[config.mk]
export PLATFORM = sky130hd
export DESIGN_NAME = output_pll_cfg
export DESIGN_NICKNAME = d
export VERILOG_FILES = /design/src/logic/pll_cfg_pkg.sv /design/src/logic/rf_div_if.sv /design/src/logic/output_pll_cfg.sv /design/src/logic/rf_ratio_decode.sv /design/src/logic/pole_cap_decode.sv
export VERILOG_INCLUDE_DIRS = /design/src /design/src/logic
export SDC_FILE = /design/constraint.sdc
export NUM_CORES = 1
export LEC_CHECK = 0
export ABC_AREA = 1
export BUFFER_PORTS_ARGS = -buffer_cell sky130_fd_sc_hd__buf_2
export CAP_MARGIN = 20
export CORE_MARGIN = 4
export CORE_UTILIZATION = 45
export CTS_CLUSTER_SIZE = 20
export DETAILED_ROUTE_END_ITERATION = 10
export GPL_TIMING_DRIVEN = 1
export PLACE_DENSITY = 0.77
export RECOVER_POWER = 50
export SKIP_LAST_GASP = 1
export SYNTH_ARGS = -nofsm -noshare
export SYNTH_HDL_FRONTEND = slang
export SYNTH_HIERARCHICAL = 1
export SYNTH_SLANG_ARGS = --single-unit
[constraint.sdc]
create_clock -name mclk -period 2.05 [get_ports mclk]
set_input_delay 0.1025 -clock mclk [delete_from_list [all_inputs] [get_ports mclk]]
set_output_delay 0.1025 -clock mclk [all_outputs]
set_load 0.02 [all_outputs]
[src/logic/pll_cfg_defs.svh]
// Offsets, field positions and reset values of the output PLL configuration block.
// Assumes byte-wide registers reached by an 11-bit word address.
`ifndef PLL_CFG_DEFS_SVH
`define PLL_CFG_DEFS_SVH

// ****************************************
// Register offsets
// ****************************************
`define ADDR_FILTER_POLE 11'h403
`define ADDR_ZERO_BYPASS 11'h404
`define ADDR_SYNC_CAL 11'h405
`define ADDR_SPARE 11'h406
`define ADDR_RF_RATIO 11'h407
`define ADDR_RF_POWER 11'h408

// ****************************************
// Reset values
// ****************************************
`define RST_POLE_CODE 3'h7
`define RST_ZERO_BYPASS 1'h0
`define RST_SYNC_TOP 4'h2
`define RST_RF_CODE 4'h4
`define RST_STARTUP_MODE 1'h0
`define RST_PD_SECOND 1'h1
`define RST_PD_FIRST 1'h0
// Output copies: both dividers come out of reset held down
`define RST_POLE_PF 7'h78
`define RST_RF_RATIO 4'h6
`define RST_PD_HELD 1'h1

// ****************************************
// Field positions
// ****************************************
`define BIT_ZERO_BYPASS 0
`define BIT_LOCK_OVERRIDE 3
`define BIT_MANUAL_CAL 0
`define BIT_STARTUP_MODE 4
`define BIT_PD_SECOND 1
`define BIT_PD_FIRST 0

// ****************************************
// Divider ratio encoding
// ****************************************
`define RF_MIN_RATIO 4'h3
`define RF_MAX_CODE 4'h9
`define RF_MAX_RATIO 4'hb
`define RF_TWIN_CODE 4'h1
`define RF_CODE_STEP 4'h2

`endif

[src/logic/pll_cfg_pkg.sv]
// Types shared by the output PLL configuration block.
// Assumes the constants header is compiled alongside.
package pll_cfg_pkg;

  typedef enum logic [1:0] {
    sync_wait_type_idle = 2'b00,
    sync_wait_type_wait = 2'b01,
    sync_wait_type_armed = 2'b10
  } sync_state_type;

  typedef struct packed {
    logic [2:0] pole_code;
    logic zero_bypass;
    logic lock_override;
    logic manual_cal;
    logic [3:0] second_code;
    logic [3:0] first_code;
    logic startup_mode;
    logic pd_second;
    logic pd_first;
    logic [7:0] rdata;
  } regs_type;

endpackage : pll_cfg_pkg

[src/logic/rf_div_if.sv]
// Carrier between the top and the divider ratio decoder.
// Assumes one decoder per divider.
`timescale 1ns/1ns
interface rf_div_if;
  logic [3:0] code;
  logic [3:0] ratio;
  modport decoder (input code, output ratio);
  modport user (output code, input ratio);
endinterface : rf_div_if

[src/logic/output_pll_cfg.sv]
// Output PLL configuration registers: loop filter, sync gating, calibration, RF dividers.
// Assumes lock, calibration-done and feedback-detect inputs come from pins or other clocks.
//
// The address-and-strobe port was left to the implementer.
`timescale 1ns/1ns
`include "pll_cfg_defs.svh"

// Behaviour
// - Zero resistor bypass resets 0, 1 bypasses
// - Sync gated off until calibrated and locked
// - After calibration and lock, sync armed
// - Override bit ignores lock and calibration, sync always armed
// - Writing 1 starts VCO calibration
// - Second divider code bits 7:4
// - First divider code bits 3:0
// - Mode 0 holds dividers down until detect
// - Mode 1 does not hold dividers
// - Bit 1 powers down second divider
// - Bit 0 powers down first divider
// - Reserved fields read documented reset values
// - Armed sync passes to distribution control
module output_pll_cfg (
  // Clock and reset
  input wire logic mclk,
  input wire logic resetn,
  // Register port
  input wire logic [10:0] addr,
  input wire logic [7:0] wdata,
  input wire logic wr,
  input wire logic rd,
  output logic [7:0] rdata,
  // Analog status from outside the clock domain
  input wire logic pll_locked,
  input wire logic cal_done,
  input wire logic fb_detected,
  input wire logic full_powerdown,
  // Analog controls
  output logic [6:0] loop_pole_capacitor,
  output logic zero_resistor_bypass,
  output logic vco_cal_start,
  output logic sync_armed,
  output logic [3:0] second_ratio,
  output logic [3:0] first_ratio,
  output logic second_post_divider_powerdown,
  output logic first_post_divider_powerdown
);

  // ****************************************
  // State
  // ****************************************
  typedef struct packed {
    pll_cfg_pkg::regs_type regs;
    logic [3:0] sync1;
    logic [3:0] sync2;
    logic fb_seen;
    pll_cfg_pkg::sync_state_type sstate;
    logic cal_pulse;
    logic armed;
    logic [6:0] pole_pf;
    logic [3:0] r2;
    logic [3:0] r1;
    logic pd2;
    logic pd1;
  } state_type;

  state_type st_r;
  state_type st_nxt;

  rf_div_if second_if ();
  rf_div_if first_if ();
  logic [6:0] pole_pf;

  assign second_if.code = st_r.regs.second_code;
  assign first_if.code = st_r.regs.first_code;

  rf_ratio_decode second_dec (
    .dif(second_if.decoder)
  );
  rf_ratio_decode first_dec (
    .dif(first_if.decoder)
  );
  pole_cap_decode pole_dec (
    .code(st_r.regs.pole_code),
    .pf(pole_pf)
  );

  // ****************************************
  // Next state
  // ****************************************
  logic locked_s;
  logic caldone_s;
  logic fbdet_s;
  logic fullpd_s;
  logic hold;

  always_comb
  begin
    st_nxt = st_r;
    // Two-flop synchronisers; stage 1 feeds only stage 2
    st_nxt.sync1 = {pll_locked, cal_done, fb_detected, full_powerdown};
    st_nxt.sync2 = st_r.sync1;
    locked_s = st_r.sync2[3];
    caldone_s = st_r.sync2[2];
    fbdet_s = st_r.sync2[1];
    fullpd_s = st_r.sync2[0];
    st_nxt.cal_pulse = 1'b0;

    if (wr)
    begin
      unique case (addr)
        `ADDR_FILTER_POLE: st_nxt.regs.pole_code = wdata[2:0];
        `ADDR_ZERO_BYPASS: st_nxt.regs.zero_bypass = wdata[`BIT_ZERO_BYPASS];
        `ADDR_SYNC_CAL:
        begin
          st_nxt.regs.lock_override = wdata[`BIT_LOCK_OVERRIDE];
          st_nxt.regs.manual_cal = wdata[`BIT_MANUAL_CAL];
          // Rising edge only, so a repeated 1 does not restart calibration
          st_nxt.cal_pulse = wdata[`BIT_MANUAL_CAL] & ~st_r.regs.manual_cal;
        end
        `ADDR_RF_RATIO:
        begin
          st_nxt.regs.second_code = wdata[7:4];
          st_nxt.regs.first_code = wdata[3:0];
        end
        `ADDR_RF_POWER:
        begin
          st_nxt.regs.startup_mode = wdata[`BIT_STARTUP_MODE];
          st_nxt.regs.pd_second = wdata[`BIT_PD_SECOND];
          st_nxt.regs.pd_first = wdata[`BIT_PD_FIRST];
        end
        default: ;
      endcase
    end

    // Read data valid the cycle after the strobe; unmapped reads zero
    st_nxt.regs.rdata = 8'h00;
    if (rd)
    begin
      unique case (addr)
        `ADDR_FILTER_POLE: st_nxt.regs.rdata = {5'h00, st_r.regs.pole_code};
        `ADDR_ZERO_BYPASS: st_nxt.regs.rdata = {7'h00, st_r.regs.zero_bypass};
        `ADDR_SYNC_CAL: st_nxt.regs.rdata = {`RST_SYNC_TOP, st_r.regs.lock_override,
                                             2'h0, st_r.regs.manual_cal};
        `ADDR_SPARE: st_nxt.regs.rdata = 8'h00;
        `ADDR_RF_RATIO: st_nxt.regs.rdata = {st_r.regs.second_code, st_r.regs.first_code};
        `ADDR_RF_POWER: st_nxt.regs.rdata = {3'h0, st_r.regs.startup_mode, 2'h0,
                                             st_r.regs.pd_second, st_r.regs.pd_first};
        default: st_nxt.regs.rdata = 8'h00;
      endcase
    end

    // A fresh calibration drops the arm; the old done flag is stale until it falls
    unique case (st_r.sstate)
      pll_cfg_pkg::sync_wait_type_idle:
      begin
        if (st_r.cal_pulse)
          st_nxt.sstate = pll_cfg_pkg::sync_wait_type_wait;
        else if (caldone_s && locked_s)
          st_nxt.sstate = pll_cfg_pkg::sync_wait_type_armed;
      end
      pll_cfg_pkg::sync_wait_type_wait:
      begin
        // Limitation: a calibration too short to drop done at this rate keeps sync unarmed
        if (!caldone_s)
          st_nxt.sstate = pll_cfg_pkg::sync_wait_type_idle;
      end
      pll_cfg_pkg::sync_wait_type_armed:
      begin
        if (st_r.cal_pulse)
          st_nxt.sstate = pll_cfg_pkg::sync_wait_type_wait;
        else if (!locked_s || !caldone_s)
          st_nxt.sstate = pll_cfg_pkg::sync_wait_type_idle;
      end
      default: st_nxt.sstate = pll_cfg_pkg::sync_wait_type_idle;
    endcase

    // Arm passes control to the distribution sync register
    st_nxt.armed = st_r.regs.lock_override |
                   (st_nxt.sstate == pll_cfg_pkg::sync_wait_type_armed);

    // Feedback detect tracked per power-up; full power-down clears it
    if (fullpd_s)
      st_nxt.fb_seen = 1'b0;
    else if (fbdet_s)
      st_nxt.fb_seen = 1'b1;
    hold = ~st_r.regs.startup_mode & ~st_r.fb_seen;
    st_nxt.pd2 = st_r.regs.pd_second | hold;
    st_nxt.pd1 = st_r.regs.pd_first | hold;

    st_nxt.pole_pf = pole_pf;
    st_nxt.r2 = second_if.ratio;
    st_nxt.r1 = first_if.ratio;
  end

  // ****************************************
  // Registers
  // ****************************************
  always_ff @(posedge mclk or negedge resetn)
  begin
    if (!resetn)
    begin
      st_r <= '0;
      st_r.regs.pole_code <= `RST_POLE_CODE;
      st_r.regs.zero_bypass <= `RST_ZERO_BYPASS;
      st_r.regs.second_code <= `RST_RF_CODE;
      st_r.regs.first_code <= `RST_RF_CODE;
      st_r.regs.startup_mode <= `RST_STARTUP_MODE;
      st_r.regs.pd_second <= `RST_PD_SECOND;
      st_r.regs.pd_first <= `RST_PD_FIRST;
      st_r.sstate <= pll_cfg_pkg::sync_wait_type_idle;
      st_r.pole_pf <= `RST_POLE_PF;
      st_r.r2 <= `RST_RF_RATIO;
      st_r.r1 <= `RST_RF_RATIO;
      st_r.pd2 <= `RST_PD_HELD;
      st_r.pd1 <= `RST_PD_HELD;
    end
    else
      st_r <= st_nxt;
  end

  assign rdata = st_r.regs.rdata;
  assign loop_pole_capacitor = st_r.pole_pf;
  assign zero_resistor_bypass = st_r.regs.zero_bypass;
  assign vco_cal_start = st_r.cal_pulse;
  assign sync_armed = st_r.armed;
  assign second_ratio = st_r.r2;
  assign first_ratio = st_r.r1;
  assign second_post_divider_powerdown = st_r.pd2;
  assign first_post_divider_powerdown = st_r.pd1;

endmodule : output_pll_cfg

[src/logic/rf_ratio_decode.sv]
// Decodes a 4-bit divider code into its division ratio.
// Assumes codes above the top code clamp to the top ratio.
`timescale 1ns/1ns
`include "pll_cfg_defs.svh"
module rf_ratio_decode (
  rf_div_if.decoder dif
);

  // Codes 0 and 1 both give the least ratio; above the top code, clamp
  always_comb
  begin
    if (dif.code <= `RF_TWIN_CODE)
      dif.ratio = `RF_MIN_RATIO;
    else if (dif.code > `RF_MAX_CODE)
      dif.ratio = `RF_MAX_RATIO;
    else
      dif.ratio = 4'(dif.code + `RF_CODE_STEP);
  end

endmodule : rf_ratio_decode

[src/logic/pole_cap_decode.sv]
// Decodes the loop pole capacitor code into picofarads.
// Assumes a pure combinational lookup.
`timescale 1ns/1ns
module pole_cap_decode (
  // Code in
  input wire logic [2:0] code,
  // Capacitance out
  output logic [6:0] pf
);

  always_comb
  begin
    unique case (code)
      3'h0: pf = 7'h00;
      3'h1: pf = 7'h14;
      3'h2: pf = 7'h50;
      3'h3: pf = 7'h64;
      3'h4: pf = 7'h14;
      3'h5: pf = 7'h28;
      3'h6: pf = 7'h64;
      3'h7: pf = 7'h78;
    endcase
  end

endmodule : pole_cap_decode

==> results of run 1 <==
worst min-delay path by stage:
stage / to / slack (ns) / startpoint / cells after the start
global placement: st_nxt[23]$_DFF_PN0_ / 0.21 / fb_detected / 1
detailed placement: st_nxt[23]$_DFF_PN0_ / 0.21 / fb_detected / 1
global route: second_if.code[2]$_DFFE_PN1P_ / 0.03 / wdata[6] / 3
CTS: second_if.code[2]$_DFFE_PN1P_ / 0.01 / wdata[6] / 3
finish: st_r[50]$_DFFE_PN0P_ / 0.02 / wdata[3] / 3
floorplan: caldone_s$_DFF_PN0_ / -0.19 / resetn / 0
metrics by stage:
step / hold slack (ns) / setup WS [ns] / power, W / cells / instance area, um^2
after floorplan: -0.193 / 0.981 / 0.00119 / 261 / 2470
after global placement: 0.211 / 0.622 / 0.00125 / 357 / 2620
after detailed placement: 0.212 / 0.555 / 0.00125 / 357 / 2620
after CTS: 0.0118 / 0.892 / 0.00190 / 370 / 2770
after global routing: 0.0270 / 0.734 / 0.00196 / 370 / 2740
final: 0.0225 / 0.861 / 0.00187 / 370 / 2740
power by group through the flow:
stage               registers, W  logic [W]  clock network (W)
floorplan                0.00114  0.0000500                  0
global placement         0.00114   0.000109                  0
CTS                      0.00112   0.000119           0.000660
finish                   0.00112   0.000114           0.000641
detailed placement       0.00114   0.000112                  0
global route             0.00112   0.000131           0.000704
routing by layer:
layer / GRT usage / vias to the layer above / wire, um / share of wire
met5: 0 / - / 0 / 0
met4: 0.0631 / 0 / 80 / 0.019
met3: 0.0461 / 9 / 289 / 0.068
met2: 0.236 / 51 / 2000 / 0.47
met1: 0.174 / 772 / 1870 / 0.44
li1: - / 850 / - / -
cells in the final DEF (no fill, tap or decap):
master / n
dfstp_1: 5
clkinv_1: 1
dfstp_2: 11
nand3_1: 15
o21ai_2: 5
dfrtp_1: 39
nor2_4: 2
o21ai_0: 9
nand3b_1: 2
buf_4: 1
nand3_2: 1
a21oi_1: 4
nor2_1: 31
clkbuf_8: 7
and3_1: 1
nand2_2: 5
nor2_2: 5
buf_2: 37
clkinvlp_4: 1
conb_1: 2
inv_1: 23
o21ai_1: 2
nand2_1: 55
o211ai_1: 1
inv_2: 5
o21a_1: 1
clkbuf_1: 17
dlygate4sd3_1: 5
o21bai_1: 2
ha_1: 5
flip-flops by register name, indices dropped and copies added, names as in the netlist:
name	cells
fullpd_s	1
second_if.code	4
sync_armed	1
fbdet_s	1
caldone_s	1
zero_resistor_bypass	1
first_if.code	4
second_post_divider_powerdown	1
vco_cal_start	1
loop_pole_capacitor	7
second_ratio	4
st_r	11
first_post_divider_powerdown	1
st_nxt	4
first_ratio	4
rdata	8
locked_s	1
timing repair:
action | CTS | global route
endpoints found under the hold margin | 43 | 0
hold buffers | 5 | 0
endpoints found under the setup margin | 0 | 0
gates resized for setup | 0 | 0
cells in the mapped netlist, types with 2 or more instances:
cell | n | area (um^2)
a21oi_1 | 4 | 20.0
buf_4 | 27 | 203
dfrtp_1 | 39 | 976
dfstp_2 | 16 | 420
ha_1 | 5 | 62.6
inv_1 | 23 | 86.3
inv_2 | 6 | 22.5
nand2_1 | 55 | 206
nand2_2 | 5 | 31.3
nand3_1 | 15 | 75.1
nand3b_1 | 2 | 15.0
nor2_1 | 26 | 97.6
nor2_2 | 10 | 62.6
nor2_4 | 2 | 22.5
o21ai_0 | 6 | 30.0
o21ai_1 | 5 | 25.0
o21ai_2 | 5 | 43.8
o21bai_1 | 2 | 15.0
worst min-delay path: cells and delay by family:
family,cells,cell delay (ns)
compound gates,1,0.06
buf+inv,1,0.09
simple gates,1,0.04
kinds of logic (layout without fill, tap and decap cells):
kind of cell	Yosys count	after routing	share of synthesized area
compound gates	24	24	0.0604
fa+ha+maj	5	5	0.0254
buf+inv	58	97	0.133
flops	55	55	0.566
other cells	1	2	0.00152
simple gates	117	117	0.214
cell type report:
type,instances,area share
clock buffer,7,0.0352
clock inverter,1,0.00274
inverter,29,0.0398
multi-input combinational,148,0.268
sequential,55,0.510
tap,70,0.0320
timing repair buffer,60,0.112
==> results.yml, run 1 <==
run_status:
  outcome: "finished clean"
power_and_ir_drop:
  power_switching_w: 0.000415
  vdd_drop_max_mv: 0.378
  p_int_w: 0.00146
  p_clk_frac: 0.342
  switching_share: 0.222
  pwr-share-comb: 0.061
  seq_power_share: 0.597
  cellLeakagePower_nw: 1.36
  powerDensity_mw_per_mm2: 684
finish:
  finalCoreUtilization: 0.526
  diodes: 0
  regArea_mm2: 0.00140
  num-nets-final: 331
  layout-drive-gt1-share: 0.267
  multi_input_area_um2: 733
  syn_to_final_growth_pct: 11.0
  num-fill-cells: 496
worst_setup_path:
  crit_path_max_fanout: 5
  endpoint: "loop_pole_capacitor[4]$_DFF_PN1_"
  critical_path_class: "flip-flop to flip-flop"
  cp_num_cells: 5
  max_stage_delay_ns: 0.62
  rr_endpoint: "loop_pole_capacitor[4]$_DFF_PN1_"
  startpoint: "st_r[53]$_DFFE_PN1P_"
  cp_data_arrival_time_ns: 1.45
  crit_family: "flip-flops"
  endpoint_kind: "flip-flop"
  startpoint_type: "flip-flop"
  r2r_setup_slack_ns: 0.86
  r2r_cells: 5
  cp.required_ns: 2.31
  reg2reg_from: "st_r[53]$_DFFE_PN1P_"
  crit_buf_inv: 2
  path_cells: "inv_1 > ha_1 > inv_1 > nand2_1 > nand2_1"
  critPathSlowestCell: "dfstp_1"
job:
  maxCapViolCount: 0
floorplan:
  fp.dieArea_mm2: 0.00673
  die_x_um: 82.0
  die_y_um: 82.0
  ios: 55
  start_util: 0.474
  core_area_mm2: 0.00520
  rows: 26
sta:
  relSlewSlack: 0.567
  worstMarginPinSlew_ns: 0.649
  drv_slew: 0
  setup-violations-final: 0
  fin_crit_ns: 1.19
  period_share: 0.580
  fmax_ghz: 0.841
  tns_ns: 0
  rsz0062_at_grt: "no"
  hold_viol_final: 0
  skew_ns: 0.00458
route:
  ant_nets: 0
  dr.pass1.iters: 4
  routed_wl_um: 4240
  drt_iter0_markers: 129
  vias_per_cell: 4.55
  routedWlPerCell_um: 11.5
  vias: 1682
  drc: 0
global_route:
  track_usage: 0.144
  grt_pass1_vias: 1595
  antenna_found_initial: 0
  grt_pass1_wl_um: 7180
  grt_max_degree: 56
  grt_overflow: 0
cts:
  cts_sinks: 55
  numCtsBuffers: 5
  clk_pin_slew_ns: 0.09
  postCtsSetupBuffers: 0
  clock_latency_ns: 0.31
  htree_levels: 2
  clock_path_buffers: 2
  cts_tree: "built"
  root_buffer: "clkbuf_8"
synthesis:
  yosysWarningCount: 6
  synthFlopType: "dfrtp_1"
  synth.cell_area_mm2: 0.00247
  synth_edf_count: 0
  avgSynthCellArea_um2: 9.49
  ys_ff_latch: 55
  synthArstFlopShare: 1.00
  synth_cell_types: 25
  yosysSeqAreaShare: 0.566
  syn_inst: 260
hold_path:
  min_path_type: "input pin to flip-flop"
placed_design:
  dp_hpwl_um: 3160
  io_buffers: 54
  gp_congestion: 0.837
Power figures use the tool's default switching activity.
==> run 2: changes to the inputs <==
Clock period 2.05 ns to 1.1 ns, I/O delays scaled along.
==> run 2 against run 1 <==
Against the previous run:
- final area rose by 5.3%
- critical endpoint is now rdata[0]$_DFF_PN0_
- via count fell by 0.12%
- count of clock-buffer cells in the layout fell by 2
- die area did not move
- highest routed layer unchanged
- clock power rose by 68%
- critical path type unchanged
- non-clock buffer count rose by 14
- largest power group unchanged
- sequential share of layout area fell by 2.6 points
- first-iteration DRC count fell by 31%
- wire length rose by 2.7%
- combinational power rose by 110%
==> results.yml, run 2 (synthesis results as in run 1) <==
floorplan:
  die_x_um: 82.0
  start_util: 0.474
  rows: 26
  core_area_mm2: 0.00520
  fp.dieArea_mm2: 0.00673
  ios: 55
  die_y_um: 82.0
sta:
  hold_viol_final: 0
  setup_slack_ns: 0.0428
  fmax_ghz: 0.946
  period_share: 0.961
  fin_crit_ns: 1.06
  rsz0062_at_grt: "no"
  setup-violations-final: 0
  worstMarginPinSlew_ns: 0.699
  skew_ns: 0.00964
  drv_slew: 0
  relSlewSlack: 0.534
cts:
  numCtsBuffers: 5
  clk_pin_slew_ns: 0.09
  cts_sinks: 55
  cts_tree: "built"
  clock_latency_ns: 0.31
  htree_levels: 2
  postCtsSetupBuffers: 0
  clock_path_buffers: 2
  root_buffer: "clkbuf_8"
global_route:
  grt_overflow: 0
  grt_max_degree: 56
  antenna_found_initial: 0
  grt_pass1_wl_um: 7280
  track_usage: 0.145
  grt_pass1_vias: 1604
placed_design:
  gp_congestion: 0.850
  place_ws_ns: -0.0950
  io_buffers: 54
  dp_hpwl_um: 3270
finish:
  regMostFlops: "st_r"
  largest_reg_flops: 11
  num-nets-final: 345
  num-fill-cells: 487
  final_cell_mix: "nand2_1, buf_2, dfrtp_1"
  syn_to_final_growth_pct: 16.9
  diodes: 0
  finalCoreUtilization: 0.554
  layout_commonest_cell: "nand2_1"
  layout-drive-gt1-share: 0.373
worst_setup_path:
  cp_data_arrival_time_ns: 1.29
  critPathSlowestCell: "dfstp_2"
  endpoint_kind: "flip-flop"
  critical_path_class: "flip-flop to flip-flop"
  max_stage_delay_ns: 0.54
  path_cells: "buf_4 > nand3_1 > nand3_1 > nor2_1 > nor2_1"
  crit_path_max_fanout: 4
  cp.required_ns: 1.33
  startpoint_type: "flip-flop"
route:
  routedWlPerCell_um: 11.3
  vias: 1680
  drt_iter0_markers: 89
  ant_nets: 0
  vias_per_cell: 4.38
  routed_wl_um: 4360
  dr.pass1.iters: 4
  drc: 0
power_and_ir_drop:
  cellLeakagePower_nw: 1.48
  powerDensity_mw_per_mm2: 1180
  vdd_drop_max_mv: 0.727
run_status:
  outcome: "finished clean"
job:
  maxCapViolCount: 0
hold_path:
  min_path_type: "input pin to flip-flop"
run 2: layout make-up:
cell class	count	area [um^2]	area share
clock buffer	5	68.8	0.0239
inverter	29	109	0.0378
multi-input combinational	148	756	0.262
sequential	55	1400	0.484
timing repair buffer	74	445	0.155
clock inverter	3	20.0	0.00694
tap	70	87.6	0.0304
run 2: final timing paths:
check                                          start                             to  slack (ns)  depth (start not counted)
worst min-delay path                        wdata[5]  second_if.code[1]$_DFFE_PN0P_        0.02                          3
worst min register to register  st_nxt[24]$_DFF_PN0_            caldone_s$_DFF_PN0_        0.34                          0
worst max-delay path            st_r[52]$_DFFE_PN1P_             rdata[0]$_DFF_PN0_        0.04                          5
worst max register to register  st_r[52]$_DFFE_PN1P_             rdata[0]$_DFF_PN0_        0.04                          5
max in group asynchronous                     resetn             rdata[6]$_DFF_PN0_        0.20                          3
min in group asynchronous                     resetn             st_r[20]$_DFF_PN0_        0.44                          3
run 2: power breakdown:
group / total [W] / leakage (nW) / internal [W] / switching, W
registers: 0.00208 / 0.664 / 0.00207 / 0.0000148
clock network: 0.00108 / 0.0402 / 0.000444 / 0.000640
logic: 0.000234 / 0.773 / 0.0000928 / 0.000141
run 2: metal layers:
| metal | part of all wire | vias to the layer above | wire (um) | GRT usage |
|---|---|---|---|---|
| met1 | 0.46 | 743 | 2000 | 0.191 |
| met2 | 0.46 | 54 | 2000 | 0.233 |
| met3 | 0.070 | 6 | 304 | 0.0373 |
| met5 | 0 | - | 0 | 0 |
| li1 | - | 877 | - | - |
| met4 | 0.012 | 0 | 53 | 0.0449 |
run 2: stage by stage:
stage / instances / hold WS [ns] / total power [W] / setup TNS, ns / area [um^2]
final: 384 / 0.0212 / 0.00340 / 0 / 2880
after global routing: 384 / 0.0249 / 0.00357 / 0 / 2880
after CTS: 384 / 0.0101 / 0.00346 / 0 / 2890
after detailed placement: 366 / 0.0737 / 0.00234 / -0.505 / 2700
after global placement: 366 / 0.0657 / 0.00233 / -0.344 / 2700
after floorplan: 261 / -0.241 / 0.00222 / 0 / 2470
run 2: timing repair:
item                                    CTS  global route
resized for setup                         0             1
hold buffers                             10             0
hold endpoints to repair                 63             0
endpoints found under the setup margin    0             2
run 2: worst max-delay path, delay by kind of cell, from the launching register on:
kind / cells / cell delay (ns)
DFF: 1 / 0.54
and+or+nand+nor: 4 / 0.32
buffers and inverters: 1 / 0.13
==> run 3: changes to the inputs <==
Settings changed: CORE_MARGIN 4 to not set.
==> run 3 against run 2 <==
Against the previous run:
- sequential share of layout area decreased by 0.19 points
- critical path type is now flip-flop to primary output
- non-clock buffer count shrank 1
- sequential power about the same
- cell count fell by 0.26%
- critical endpoint is now first_post_divider_powerdown
- global-route usage increased by 2.0 points
- fmax increased by 0.99%
- worst hold slack worse by 0.0049 ns
==> results.yml, run 3 (synthesis results as in run 1) <==
run_status:
  outcome: "finished clean"
sta:
  period_share: 0.952
  relSlewSlack: 0.529
  rsz0062_at_grt: "yes"
  skew_ns: 0.00832
  fin_crit_ns: 1.05
  setup_slack_ns: 0.0531
  timing.hold.ws_ns: 0.0162
  drv_slew: 0
  hold_viol_final: 0
  setup-violations-final: 0
  worstMarginPinSlew_ns: 0.707
  fmax_ghz: 0.955
route:
  drt_iter0_markers: 115
  routed_wl_um: 4300
  ant_nets: 0
  vias: 1737
  vias_per_cell: 4.54
  dr.pass1.iters: 4
  drc: 0
  routedWlPerCell_um: 11.2
global_route:
  globalRouteMet2Util: 0.282
  grt_max_degree: 56
  grt_pass1_vias: 1676
  antenna_found_initial: 0
  grt_use_met1: 0.209
  top_usage_layer: "met2"
  met3_usage: 0.0419
  grt_overflow: 0
  grt_pass1_wl_um: 7470
  track_usage: 0.164
worst_setup_path:
  r2r_setup_slack_ns: 0.07
  cp.required_ns: 1.04
  critical_path_class: "flip-flop to primary output"
  startpoint_type: "flip-flop"
  crit_buf_inv: 1
  crit_path_max_fanout: 1
  critPathSlowestCell: "dfstp_2"
  max_stage_delay_ns: 0.53
  cp_data_arrival_time_ns: 0.99
  crit_family: "flip-flops"
  endpoint_kind: "primary output"
  path_cells: "buf_2"
placed_design:
  io_buffers: 54
  place_ws_ns: -0.0938
  gp_congestion: 0.864
  placed_area_mm2: 0.00268
  dp_hpwl_um: 3190
cts:
  cts_sinks: 55
  clock_latency_ns: 0.31
  htree_levels: 2
  clock_path_buffers: 2
  numCtsBuffers: 5
  clk_pin_slew_ns: 0.11
  postCtsSetupBuffers: 0
  root_buffer: "clkbuf_8"
  cts_tree: "built"
hold_path:
  min_path_type: "input pin to flip-flop"
power_and_ir_drop:
  vdd_drop_max_mv: 0.634
  powerDensity_mw_per_mm2: 1200
  cellLeakagePower_nw: 1.48
finish:
  layout_commonest_cell: "nand2_1"
  regMostFlops: "st_r"
  num-nets-final: 344
  layout-drive-gt1-share: 0.380
  largest_reg_flops: 11
  syn_to_final_growth_pct: 17.4
  fin_area_mm2: 0.00289
  diodes: 0
  final_cell_mix: "nand2_1, buf_2, dfrtp_1"
  num-fill-cells: 497
floorplan:
  core_area_mm2: 0.00520
  fp.dieArea_mm2: 0.00578
  ios: 55
  rows: 26
  start_util: 0.474
  die_y_um: 76.0
  die_x_um: 76.0
job:
  maxCapViolCount: 0
[run 3: cell types whose count changed in the layout (fill, tap and decap cells not counted), sizes merged]
cell         delta
buf             -2
inv             +2
clkinv          -1
clkinvlp        -1
dlygate4sd3     +1
[run 3: layout make-up]
class / count / area, um^2 / share of cell area
Clock inverter: 3 / 25.0 / 0.00865
Inverter: 29 / 109 / 0.0376
Multi-Input combinational cell: 148 / 763 / 0.264
Clock buffer: 5 / 68.8 / 0.0238
Tap cell: 70 / 87.6 / 0.0303
Sequential cell: 55 / 1400 / 0.482
Timing Repair Buffer: 73 / 444 / 0.153
[run 3: stage by stage]
stage | total power, W | setup TNS (ns) | util | std cells
6_report | 0.00347 | 0 | 0.556 | 383
5_1_grt | 0.00363 | -0.00485 | 0.556 | 383
4_1_cts | 0.00351 | 0 | 0.554 | 383
3_5_place_dp | 0.00234 | -0.609 | 0.515 | 364
3_3_place_gp | 0.00233 | -0.234 | 0.515 | 364
2_1_floorplan | 0.00222 | 0 | - | 261
[run 3: repair_timing]
action,CTS,global route
hold buffers,11,0
endpoints found under the hold margin,68,0
endpoints found under the setup margin,0,2
gates resized for setup,0,5
[run 3: routing by layer]
layer,vias up,share of wire
li1,876,-
met2,55,0.49
met5,-,0
met4,0,0.0030
met3,2,0.046
met1,804,0.46
[run 3: path summary, 6_finish.rpt]
| check | from | endpoint | cells after the start |
|---|---|---|---|
| worst max-delay path | first_post_divider_powerdown$_DFF_PN1_ | first_post_divider_powerdown | 1 |
| worst min-delay path | rd | rdata[7]$_DFF_PN0_ | 3 |
| worst max register to register | st_r[52]$_DFFE_PN1P_ | loop_pole_capacitor[4]$_DFF_PN1_ | 5 |
| worst min register to register | st_nxt[25]$_DFF_PN0_ | locked_s$_DFF_PN0_ | 0 |
| max in group asynchronous | resetn | rdata[2]$_DFF_PN0_ | 3 |
| min in group asynchronous | resetn | loop_pole_capacitor[1]$_DFF_PN0_ | 3 |
[run 3: report_power, final]
group | leakage [nW] | switching (W) | internal [W] | total, W
combinational | 0.769 | 0.000143 | 0.0000958 | 0.000238
sequential | 0.664 | 0.0000159 | 0.00207 | 0.00208
clock | 0.0452 | 0.000684 | 0.000465 | 0.00115
